## src/mebp_pkg.sv

```systemverilog
// constants and types shared by the external bus pin block
`default_nettype none
package mebp_pkg;
   // ----------------------------------------------------------------
   // widths
   // ----------------------------------------------------------------
   localparam int MEBP_ADDR_W = 16;             // address pins
   localparam int MEBP_DATA_W = 8;              // bidirectional data pins
   // ----------------------------------------------------------------
   // mode strap patterns {high, low}
   // ----------------------------------------------------------------
   localparam logic [1:0] MEBP_MODE_EXP_NOROM = 2'h1; // expanded, rom off
   localparam logic [1:0] MEBP_MODE_EXP_ROM   = 2'h2; // expanded, rom on
   localparam logic [1:0] MEBP_MODE_SINGLE    = 2'h3; // single chip
   // ----------------------------------------------------------------
   // address map and reset values
   // ----------------------------------------------------------------
   localparam logic [15:0] MEBP_ONCHIP_TOP = 16'h7fff; // last rom address
   localparam logic [15:0] MEBP_ADDR_RST   = 16'h0000; // idle address
   localparam logic [7:0]  MEBP_DATA_RST   = 8'h00;    // data reset value
   localparam logic [7:0]  MEBP_ONCHIP_RD  = 8'h00;    // on-chip read value
   localparam logic [1:0]  MEBP_BUF_DEPTH  = 2'h2;     // buffer entries
   // ----------------------------------------------------------------
   // bus cycle states
   // ----------------------------------------------------------------
   typedef enum logic [2:0] {
      MEBP_ST_IDLE,                             // no access on the pins
      MEBP_ST_T1,                               // address out, strobe low
      MEBP_ST_T2,                               // read or write strobe low
      MEBP_ST_WAIT,                             // stretched by wait input
      MEBP_ST_T3                                // last state, data taken
   } mebp_state_t;
endpackage : mebp_pkg
`default_nettype wire

```

## src/mebp_stream_if.sv

```systemverilog
// valid/ready byte stream between the bus block and its buffer
`default_nettype none
interface mebp_stream_if;
   import mebp_pkg::*;
   logic                   valid;               // word offered
   logic                   ready;               // word can be taken
   logic [MEBP_DATA_W-1:0] data;                // the word
   modport src (output valid, output data, input  ready);
   modport snk (input  valid, input  data, output ready);
endinterface : mebp_stream_if
`default_nettype wire

```

## src/mebp_buf2.sv

```systemverilog
// two-entry buffer for read data, stalls the bus when full
`default_nettype none
module mebp_buf2
   import mebp_pkg::*;
(
   input  wire logic   sys_clk_i,               // system clock
   input  wire logic   sys_rst_i,               // async reset, high
   mebp_stream_if.snk  in_s,                    // filled by the bus logic
   mebp_stream_if.src  out_s                    // drained by the user
);
   // ----------------------------------------------------------------
   // storage
   // ----------------------------------------------------------------
   logic [MEBP_DATA_W-1:0] slot0, next_slot0;  // head, read from a flop
   logic [MEBP_DATA_W-1:0] slot1, next_slot1;  // second entry
   logic [1:0]             count, next_count;  // entries held
   logic                   push, pop;          // handshakes this cycle

   assign in_s.ready  = (count != MEBP_BUF_DEPTH); // honest full
   assign out_s.valid = (count != 2'h0);            // honest empty
   assign out_s.data  = slot0;
   assign push        = in_s.valid && in_s.ready;
   assign pop         = out_s.valid && out_s.ready;

   // next contents: head shifts on pop, push lands behind the last
   always_comb begin
      next_slot0 = slot0;
      next_slot1 = slot1;
      next_count = count;
      if (pop) begin
         next_slot0 = slot1;
      end
      if (push) begin
         if (count == 2'h0 || (count == 2'h1 && pop)) begin
            next_slot0 = in_s.data;
         end else begin
            next_slot1 = in_s.data;
         end
      end
      next_count = count + {1'b0, push} - {1'b0, pop};
   end

   // register only
   always_ff @(posedge sys_clk_i or posedge sys_rst_i) begin
      if (sys_rst_i) begin
         slot0 <= MEBP_DATA_RST;
         slot1 <= MEBP_DATA_RST;
         count <= 2'h0;
      end else begin
         slot0 <= next_slot0;
         slot1 <= next_slot1;
         count <= next_count;
      end
   end
endmodule : mebp_buf2
`default_nettype wire

```

## src/mebp_bus.sv

```systemverilog
// external bus pin logic: strobes, address, data, wait, mode, standby
// Behaviour
// - address strobe low while address valid
// - read strobe low on off-chip reads
// - write strobe low on off-chip writes
// - wait input stretches only off-chip cycles
// - eight-bit data pins, driven on writes
// - address pins are outputs only
// - straps pick expanded or single-chip mode
// - low reset input idles the bus and reloads the mode straps; the read buffer keeps its bytes
// - low standby input enters power-down
// - system clock driven out on pin
`default_nettype none
module mebp_bus
   import mebp_pkg::*;
(
   input  wire logic                   sys_clk_i,
   input  wire logic                   sys_rst_i,
   input  wire logic                   chip_reset_in_n_i,
   input  wire logic                   power_down_request_n_i,
   input  wire logic                   mode_strap_high_i,
   input  wire logic                   mode_strap_low_i,
   input  wire logic                   req_valid_i,
   output logic                        req_ready_o,
   input  wire logic                   req_write_i,
   input  wire logic [MEBP_ADDR_W-1:0] req_addr_i,
   input  wire logic [MEBP_DATA_W-1:0] req_wdata_i,
   output logic                        rd_valid_o,
   input  wire logic                   rd_ready_i,
   output logic      [MEBP_DATA_W-1:0] rd_data_o,
   output logic      [MEBP_ADDR_W-1:0] addr_o,
   output logic                        addr_valid_strobe_n_o,
   output logic                        rd_n_o,
   output logic                        wr_n_o,
   input  wire logic                   wait_i,
   input  wire logic [MEBP_DATA_W-1:0] data_i,
   output logic      [MEBP_DATA_W-1:0] data_o,
   output logic                        data_oe_o,
   output logic      [1:0]             mode_o,
   output logic                        standby_o,
   output logic                        sys_clk_out_o
);
   // ----------------------------------------------------------------
   // declarations
   // ----------------------------------------------------------------
   mebp_state_t            state, next_state;  // bus cycle sequencer
   logic [MEBP_ADDR_W-1:0] cur_addr, next_cur_addr;   // latched address
   logic [MEBP_DATA_W-1:0] cur_wdata, next_cur_wdata; // latched write data
   logic                   cur_write, next_cur_write; // cycle direction
   logic [1:0]             mode, next_mode;    // decoded strap pattern
   logic                   pdown, next_pdown;  // power-down state
   logic                   as_n, next_as_n;    // pin registers
   logic                   rd_n, next_rd_n;
   logic                   wr_n, next_wr_n;
   logic                   oe, next_oe;
   logic [MEBP_ADDR_W-1:0] addr_q, next_addr_q;
   logic [MEBP_DATA_W-1:0] dout, next_dout;
   logic                   active;             // neither reset nor standby
   logic                   offchip;            // request goes to the pins
   logic                   accept;             // request taken this cycle

   mebp_stream_if push_s ();                   // bus logic into buffer
   mebp_stream_if pop_s ();                    // buffer out to the user

   // ----------------------------------------------------------------
   // clock out and mode decode
   // ----------------------------------------------------------------
   // forwarded straight so external parts share our edges
   assign sys_clk_out_o = sys_clk_i;
   assign active = chip_reset_in_n_i && power_down_request_n_i;

   // off-chip decision: mode 1 all, mode 2 above on-chip rom, mode 3 none
   always_comb begin
      case (mode)
         MEBP_MODE_EXP_NOROM: offchip = 1'b1;
         MEBP_MODE_EXP_ROM:   offchip = (req_addr_i > MEBP_ONCHIP_TOP);
         default:             offchip = 1'b0;  // single chip or bad strap
      endcase
   end

   // accept only when a read result is sure to find buffer room
   assign req_ready_o = active && (state == MEBP_ST_IDLE) && push_s.ready;
   assign accept      = req_valid_i && req_ready_o;

   // ----------------------------------------------------------------
   // sequencer and pin next values
   // ----------------------------------------------------------------
   always_comb begin
      next_state     = state;
      next_cur_addr  = cur_addr;
      next_cur_wdata = cur_wdata;
      next_cur_write = cur_write;
      next_mode      = mode;
      next_pdown     = !power_down_request_n_i;
      // straps follow the pins while reset is held, freeze on release
      if (!chip_reset_in_n_i) begin
         next_mode = {mode_strap_high_i, mode_strap_low_i};
      end
      case (state)
         MEBP_ST_IDLE: begin
            if (accept && offchip) begin
               next_state     = MEBP_ST_T1;
               next_cur_addr  = req_addr_i;
               next_cur_wdata = req_wdata_i;
               next_cur_write = req_write_i;
            end
         end
         MEBP_ST_T1:   next_state = MEBP_ST_T2;
         MEBP_ST_T2: begin
            // wait honoured only because this is an off-chip cycle
            next_state = wait_i ? MEBP_ST_WAIT : MEBP_ST_T3;
         end
         MEBP_ST_WAIT: begin
            next_state = wait_i ? MEBP_ST_WAIT : MEBP_ST_T3;
         end
         MEBP_ST_T3:   next_state = MEBP_ST_IDLE;
         default:      next_state = MEBP_ST_IDLE;
      endcase
      // reset input or standby abandons any cycle on the pins
      if (!active) begin
         next_state = MEBP_ST_IDLE;
      end
   end

   // pins follow the next state so they switch with it, glitch free
   always_comb begin
      next_as_n   = 1'b1;
      next_rd_n   = 1'b1;
      next_wr_n   = 1'b1;
      next_oe     = 1'b0;
      next_addr_q = addr_q;
      next_dout   = dout;
      case (next_state)
         MEBP_ST_IDLE: begin
            next_addr_q = MEBP_ADDR_RST;   // both strobes high
         end
         MEBP_ST_T1: begin
            next_as_n   = 1'b0;
            next_addr_q = next_cur_addr;
            next_dout   = next_cur_wdata;
         end
         default: begin                    // T2, wait, T3
            next_as_n = 1'b0;
            next_rd_n = cur_write;
            next_wr_n = !cur_write;
            next_oe   = cur_write;
         end
      endcase
   end

   // read data: pins at end of T3, on-chip reads give a fixed value
   assign push_s.valid = active && ((state == MEBP_ST_T3 && !cur_write)
                         || (accept && !offchip && !req_write_i));
   assign push_s.data  = (state == MEBP_ST_T3) ? data_i : MEBP_ONCHIP_RD;

   // ----------------------------------------------------------------
   // registers
   // ----------------------------------------------------------------
   always_ff @(posedge sys_clk_i or posedge sys_rst_i) begin
      if (sys_rst_i) begin
         state     <= MEBP_ST_IDLE;
         cur_addr  <= MEBP_ADDR_RST;
         cur_wdata <= MEBP_DATA_RST;
         cur_write <= 1'b0;
         mode      <= MEBP_MODE_SINGLE;
         pdown     <= 1'b0;
         as_n      <= 1'b1;
         rd_n      <= 1'b1;
         wr_n      <= 1'b1;
         oe        <= 1'b0;
         addr_q    <= MEBP_ADDR_RST;
         dout      <= MEBP_DATA_RST;
      end else begin
         state     <= next_state;
         cur_addr  <= next_cur_addr;
         cur_wdata <= next_cur_wdata;
         cur_write <= next_cur_write;
         mode      <= next_mode;
         pdown     <= next_pdown;
         as_n      <= next_as_n;
         rd_n      <= next_rd_n;
         wr_n      <= next_wr_n;
         oe        <= next_oe;
         addr_q    <= next_addr_q;
         dout      <= next_dout;
      end
   end

   // ----------------------------------------------------------------
   // read buffer and outputs
   // ----------------------------------------------------------------
   mebp_buf2 u_buf (
      .sys_clk_i (sys_clk_i),
      .sys_rst_i (sys_rst_i),
      .in_s      (push_s),
      .out_s     (pop_s)
   );
   assign pop_s.ready           = rd_ready_i;
   assign rd_valid_o            = pop_s.valid;
   assign rd_data_o             = pop_s.data;
   assign addr_o                = addr_q;
   assign addr_valid_strobe_n_o = as_n;
   assign rd_n_o                = rd_n;
   assign wr_n_o                = wr_n;
   assign data_o                = dout;
   assign data_oe_o             = oe;
   assign mode_o                = mode;
   assign standby_o             = pdown;

   // ----------------------------------------------------------------
   // assertions
   // ----------------------------------------------------------------
   property p_strobe_under_as;
      @(posedge sys_clk_i) disable iff (sys_rst_i)
      (!rd_n_o || !wr_n_o) |-> !addr_valid_strobe_n_o;
   endproperty
   a_strobe_under_as: assert property (p_strobe_under_as)
      else $error("read or write strobe without address strobe");

   property p_read_seq;
      @(posedge sys_clk_i) disable iff (sys_rst_i || !active)
      (accept && offchip && !req_write_i) |=>
         !addr_valid_strobe_n_o && rd_n_o ##1 !rd_n_o && wr_n_o;
   endproperty
   a_read_seq: assert property (p_read_seq)
      else $error("read strobe not low two cycles after accept");

   property p_write_seq;
      @(posedge sys_clk_i) disable iff (sys_rst_i || !active)
      (accept && offchip && req_write_i) |=>
         !addr_valid_strobe_n_o && wr_n_o ##1 !wr_n_o && rd_n_o;
   endproperty
   a_write_seq: assert property (p_write_seq)
      else $error("write strobe not low two cycles after accept");

   property p_wait_entry;
      @(posedge sys_clk_i) disable iff (sys_rst_i || !active)
      (state == MEBP_ST_T2 && wait_i && chip_reset_in_n_i) |=>
         (state == MEBP_ST_WAIT || !active);
   endproperty
   a_wait_entry: assert property (p_wait_entry)
      else $error("wait input ignored in an off-chip cycle");

   property p_drive_on_write;
      @(posedge sys_clk_i) disable iff (sys_rst_i)
      data_oe_o |-> (!wr_n_o && rd_n_o);
   endproperty
   a_drive_on_write: assert property (p_drive_on_write)
      else $error("data pins driven outside a write");

   property p_addr_stable;
      @(posedge sys_clk_i) disable iff (sys_rst_i)
      (!addr_valid_strobe_n_o && !$past(addr_valid_strobe_n_o)) |->
         $stable(addr_o);
   endproperty
   a_addr_stable: assert property (p_addr_stable)
      else $error("address moved while address strobe low");

   property p_single_quiet;
      @(posedge sys_clk_i) disable iff (sys_rst_i)
      (mode == MEBP_MODE_SINGLE && state == MEBP_ST_IDLE) |=>
         addr_valid_strobe_n_o;
   endproperty
   a_single_quiet: assert property (p_single_quiet)
      else $error("bus cycle started in single-chip mode");

   property p_reset_idle;
      @(posedge sys_clk_i) disable iff (sys_rst_i)
      !chip_reset_in_n_i |=>
         (state == MEBP_ST_IDLE && rd_n_o && wr_n_o && !data_oe_o);
   endproperty
   a_reset_idle: assert property (p_reset_idle)
      else $error("reset input did not idle the bus");

   property p_standby;
      @(posedge sys_clk_i) disable iff (sys_rst_i)
      !power_down_request_n_i |=> (standby_o && addr_valid_strobe_n_o);
   endproperty
   a_standby: assert property (p_standby)
      else $error("standby input did not enter power-down");

   property p_no_both;
      @(posedge sys_clk_i) disable iff (sys_rst_i)
      !(!rd_n_o && !wr_n_o) &&
         (state != MEBP_ST_IDLE || (rd_n_o && wr_n_o));
   endproperty
   a_no_both: assert property (p_no_both)
      else $error("strobes overlap or active while idle");
endmodule : mebp_bus
`default_nettype wire

```

## config.mk

```make
export PLATFORM = sky130hd
export DESIGN_NAME = mebp_bus
export DESIGN_NICKNAME = d
export VERILOG_FILES = /design/src/mebp_pkg.sv /design/src/mebp_stream_if.sv /design/src/mebp_buf2.sv /design/src/mebp_bus.sv
export SDC_FILE = /design/constraint.sdc
export NUM_CORES = 1
export LEC_CHECK = 0
export ABC_CLOCK_PERIOD_IN_PS = 6100
export BUFFER_PORTS_ARGS = -buffer_cell sky130_fd_sc_hd__buf_4
export CORE_MARGIN = 4
export CORE_UTILIZATION = 50
export DETAILED_ROUTE_END_ITERATION = 10
export PLACE_DENSITY = 0.81
export SETUP_SLACK_MARGIN = 0.2
export SLEW_MARGIN = 10
export SYNTH_ARGS = -nofsm -noshare
export SYNTH_HDL_FRONTEND = slang
export SYNTH_SLANG_ARGS = --single-unit
```

## constraint.sdc

```tcl
create_clock -name sys_clk_i -period 6.1 [get_ports sys_clk_i]
set_input_delay 1.22 -clock sys_clk_i [delete_from_list [all_inputs] [get_ports sys_clk_i]]
set_output_delay 1.22 -clock sys_clk_i [all_outputs]
set_load 0.005 [all_outputs]
```

# Word-level counts from Yosys, hierarchy flattened
# Index checks and enable logic that the tools add are counted.
# classes
n_addsub,2
magnitude_cmp,1
eq_ne,9
muxes,18
n_bitwise,1
reduce_logical,27
# ops
op,count
two-way mux 8 bit,6
two-way mux 16 bit,2
case mux 16 bit (2 select lines),1
"greater-than comparator 16 x 15 -> 1 bit, second input constant",1
logical AND 1 bit,12
two-way mux 3 bit,3
case mux 3 bit (3 select lines),1
"== test 3 x 1 -> 1 bit, second input constant",2
"== test 3 x 2 -> 1 bit, second input constant",2
logical NOT 3 bit,2
"== test 2 x 1 -> 1 bit, second input constant",2
logical NOT 1 bit,4
two-way mux 1 bit,4
AND reduction 2 bit,2
nonzero test 2 bit,2
OR reduction 2 bit,2
"== test 3 bit, second input constant",1
adder 2 x 1 -> 2 bit,1
"== test 2 bit, second input constant",1
logical NOT 2 bit,1
logical OR 1 bit,2
"inequality test 2 bit, second input constant",1
case mux 1 bit (2 select lines),1
subtractor 2 x 1 -> 2 bit,1
NOT 1 bit,1
# word_totals
reg_bits,77
in_bits,42
output_inout_bits,42
elab_cells,73

# Depth between registers and ports, before layout
# logic_depth
ltp_word,11
ltp_mapped,9
mapped_depth_nobuf,8

# Modules after synthesis
# A second synthesis with hierarchy kept.
# unflattened
cells_unflattened,170
hier_area_um2,2322.2
# by_module_without_submodules
mod,n_inst,cells_per_inst,area_per_inst_um2,seq_area_each_um2
mebp_bus,1,112,1488.9,882.1
mebp_buf2,1,58,833.3,450.4

==> impl_metrics.ini <==
[hold_path]
hp-class = reg2reg
min_from = cur_write$_DFFE_PP0P_
whs_path_depth = 1
min_to = wr_n_o$_DFF_PP1_

[floorplan]
die_w_um = 75.93
num_rows = 24
ios = 84
dieArea_sq_mm = 0.005765
start_util = 0.5227
fp.coreArea_sq_mm = 0.004414
die_y_um = 75.93

[sta]
setup_tns_ns = 0
clock_skew_ns = 0.008335
rsz0062_at_grt = false
tightest_slew_ns = 1.126
slew_headroom = 0.2468
slew_viol_final = 0
finalHoldViolCount = 0
setup_viol = 0

[routing]
drc = 0
vias = 1590
viasPerCell = 5.113
drt-pass1-iter-count = 4
wl_per_cell_um = 15.75
drtIter0Drc = 71
ant_nets = 0
drt-total-wl_um = 4897

[setup_path]
timing.rr.start = mode_o[1]$_DFFE_PP1N_
path_max_fanout = 2
r2r_cells = 6
path_cells = clkbuf_8 -> clkbuf_8 -> buf_4
cp-end-kind = primary output
r2r-end = u_buf.slot1[3]$_DFFE_PP0P_
slowest_stage = clkbuf_8
start_kind = clock port
cp-startpoint = sys_clk_i
cp_slowest_stage_delay_ns = 0.12
rrSetupSlack_ns = 3.62
criticalPathCategory = clk2out
cp_data_required_time_ns = 4.88
crit_arrival_ns = 3.40
cpMostUsedCell = clkbuf_8

[layout]
syn2layout_area_growth_pct = 34.65
nets = 304
drive_above_1_share = 0.4672
stdcell_area_sq_mm = 0.003107
final_cell_count_no_fill = 311
utilization = 0.7038
antenna_cells = 0

[clocking]
tritoncts = built
postCtsHoldBufs = 0
postCtsResizedCells = 0
cts_setup_buffers = 0
path_clk_slew_ns = 0.10
insertion_delay_ns = 0.41

[synth]
avgSynthCellArea_sq_um = 13.26
synthTopCellsByArea = dfrtp_1, mux2i_1, a22o_1
synth-edff-count = 0
synthCells = 174
ys_warn_count = 0
async_flop_share = 1.000
ys_ff_latch = 53
synth_nets = 220
synth_ff_type = dfrtp_1
ys_types = 33
synth.yosys.seq_area_share = 0.5775
synth_area_sq_mm = 0.002307
post-synth-top-area-cell = dfrtp_1
netlist.area_leader.share = 0.5206

[placed_design]
gp_congestion = 0.7365
place_area_sq_mm = 0.002932
dpl.hpwl_um = 3524
portBuffers = 83
dp.cells = 300

[global_route]
grt_pass1_wl_um = 8542
antenna_found_initial = 0
grt_pass1_vias = 1790
overflow = 0
track_usage = 0.1848
grt_max_degree = 54

[run_status]
status = finished, final reports clean

[pwr]
power_density_mw_per_mm2 = 362.9
leakage_uw = 0.001613
ir_worst_vdd_mv = 0.2873

[flow_run]
drv_cap = 0
## cells in the mapped netlist (all sizes together), types with 2 or more instances
| cell | count |
|---|---|
| clkbuf | 2 |
| and2b | 2 |
| buf | 8 |
| dfrtp | 48 |
| nor4 | 2 |
| a21oi | 4 |
| or2 | 2 |
| mux2i | 24 |
| dfstp | 5 |
| a22o | 16 |
| nor2 | 3 |
| nand2 | 13 |
| a21o | 2 |
| mux2 | 11 |
| ha | 4 |
| nor3b | 2 |
| inv | 15 |
| xnor2 | 2 |
## power breakdown
part / switching [uW] / internal [uW] / total (uW)
logic: 114 / 178 / 292
registers: 54.0 / 445 / 499
clock network: 124 / 213 / 337
## final cells by class
type / count / area (sq um)
repair buffers: 83 / 623.1
clock buffers: 9 / 117.6
flip-flops and latches: 53 / 1333
multi-input cells: 96 / 847.1
well taps: 52 / 65.06
clock inverters: 3 / 65.06
fillers: 340 / 1308
inverters: 15 / 56.30
## placed cells by master, fill, tap and decap left out, types with 2 or more instances in the layout
| cell type | count |
|---|---|
| a21oi_1 | 4 |
| nand2_1 | 12 |
| nor2_1 | 3 |
| inv_1 | 14 |
| ha_1 | 4 |
| mux2i_1 | 24 |
| mux2_2 | 9 |
| xnor2_1 | 2 |
| and2b_1 | 2 |
| dfrtp_1 | 48 |
| a22o_1 | 16 |
| buf_4 | 84 |
| or2_2 | 2 |
| dfstp_2 | 5 |
| a21o_1 | 2 |
| mux2_4 | 2 |
| bufinv_16 | 2 |
| clkbuf_8 | 8 |
## layer usage
layer	up-vias	GRT usage	part of all wire	wire, um
li1	764	-	-	-
met1	764	0.2237	0.41	2031
met2	53	0.2911	0.50	2435
met3	9	0.06991	0.072	354
met4	0	0.08363	0.016	76
met5	-	0	0	0
## worst max path at each step
stage / endpoint / depth (start not counted) / slack [ns]
CTS: sys_clk_out_o / 3 / 1.47
floorplan: sys_clk_out_o / 1 / 1.72
finish: sys_clk_out_o / 3 / 1.48
detailed placement: sys_clk_out_o / 1 / 1.72
global route: sys_clk_out_o / 3 / 1.47
global placement: sys_clk_out_o / 1 / 1.72
## state kept, by name, summed over array words and instances (netlist names), 2 cells and up
signal            cells
addr_o               16
data_o                8
mode_o                2
state                 3
u_buf.count           2
u_buf.out_s.data      8
u_buf.slot1           8
## cell families after synthesis
group	synth area share
DFF	0.5775
AOI/OAI and AO/OA	0.09599
xor gates and xnor gates	0.007594
and+or+nand+nor	0.08080
muxes	0.1611
adders and majority gates	0.02169
buffers and inverters	0.05531
## metrics by stage
stage               worst slack, ns  power, uW  hold WS (ns)
floorplan                     1.719      666.8        0.4181
global placement              1.719      801.2        0.4543
detailed placement            1.719      814.3        0.4788
CTS                           1.474       1145        0.4931
global route                  1.469       1207        0.5218
finish                        1.482       1127        0.4900
## worst max-delay path, delay by kind of cell
kind,cells,cell delay (ns)
buffers and inverters,3,0.35
Power figures use the tool's default switching activity.
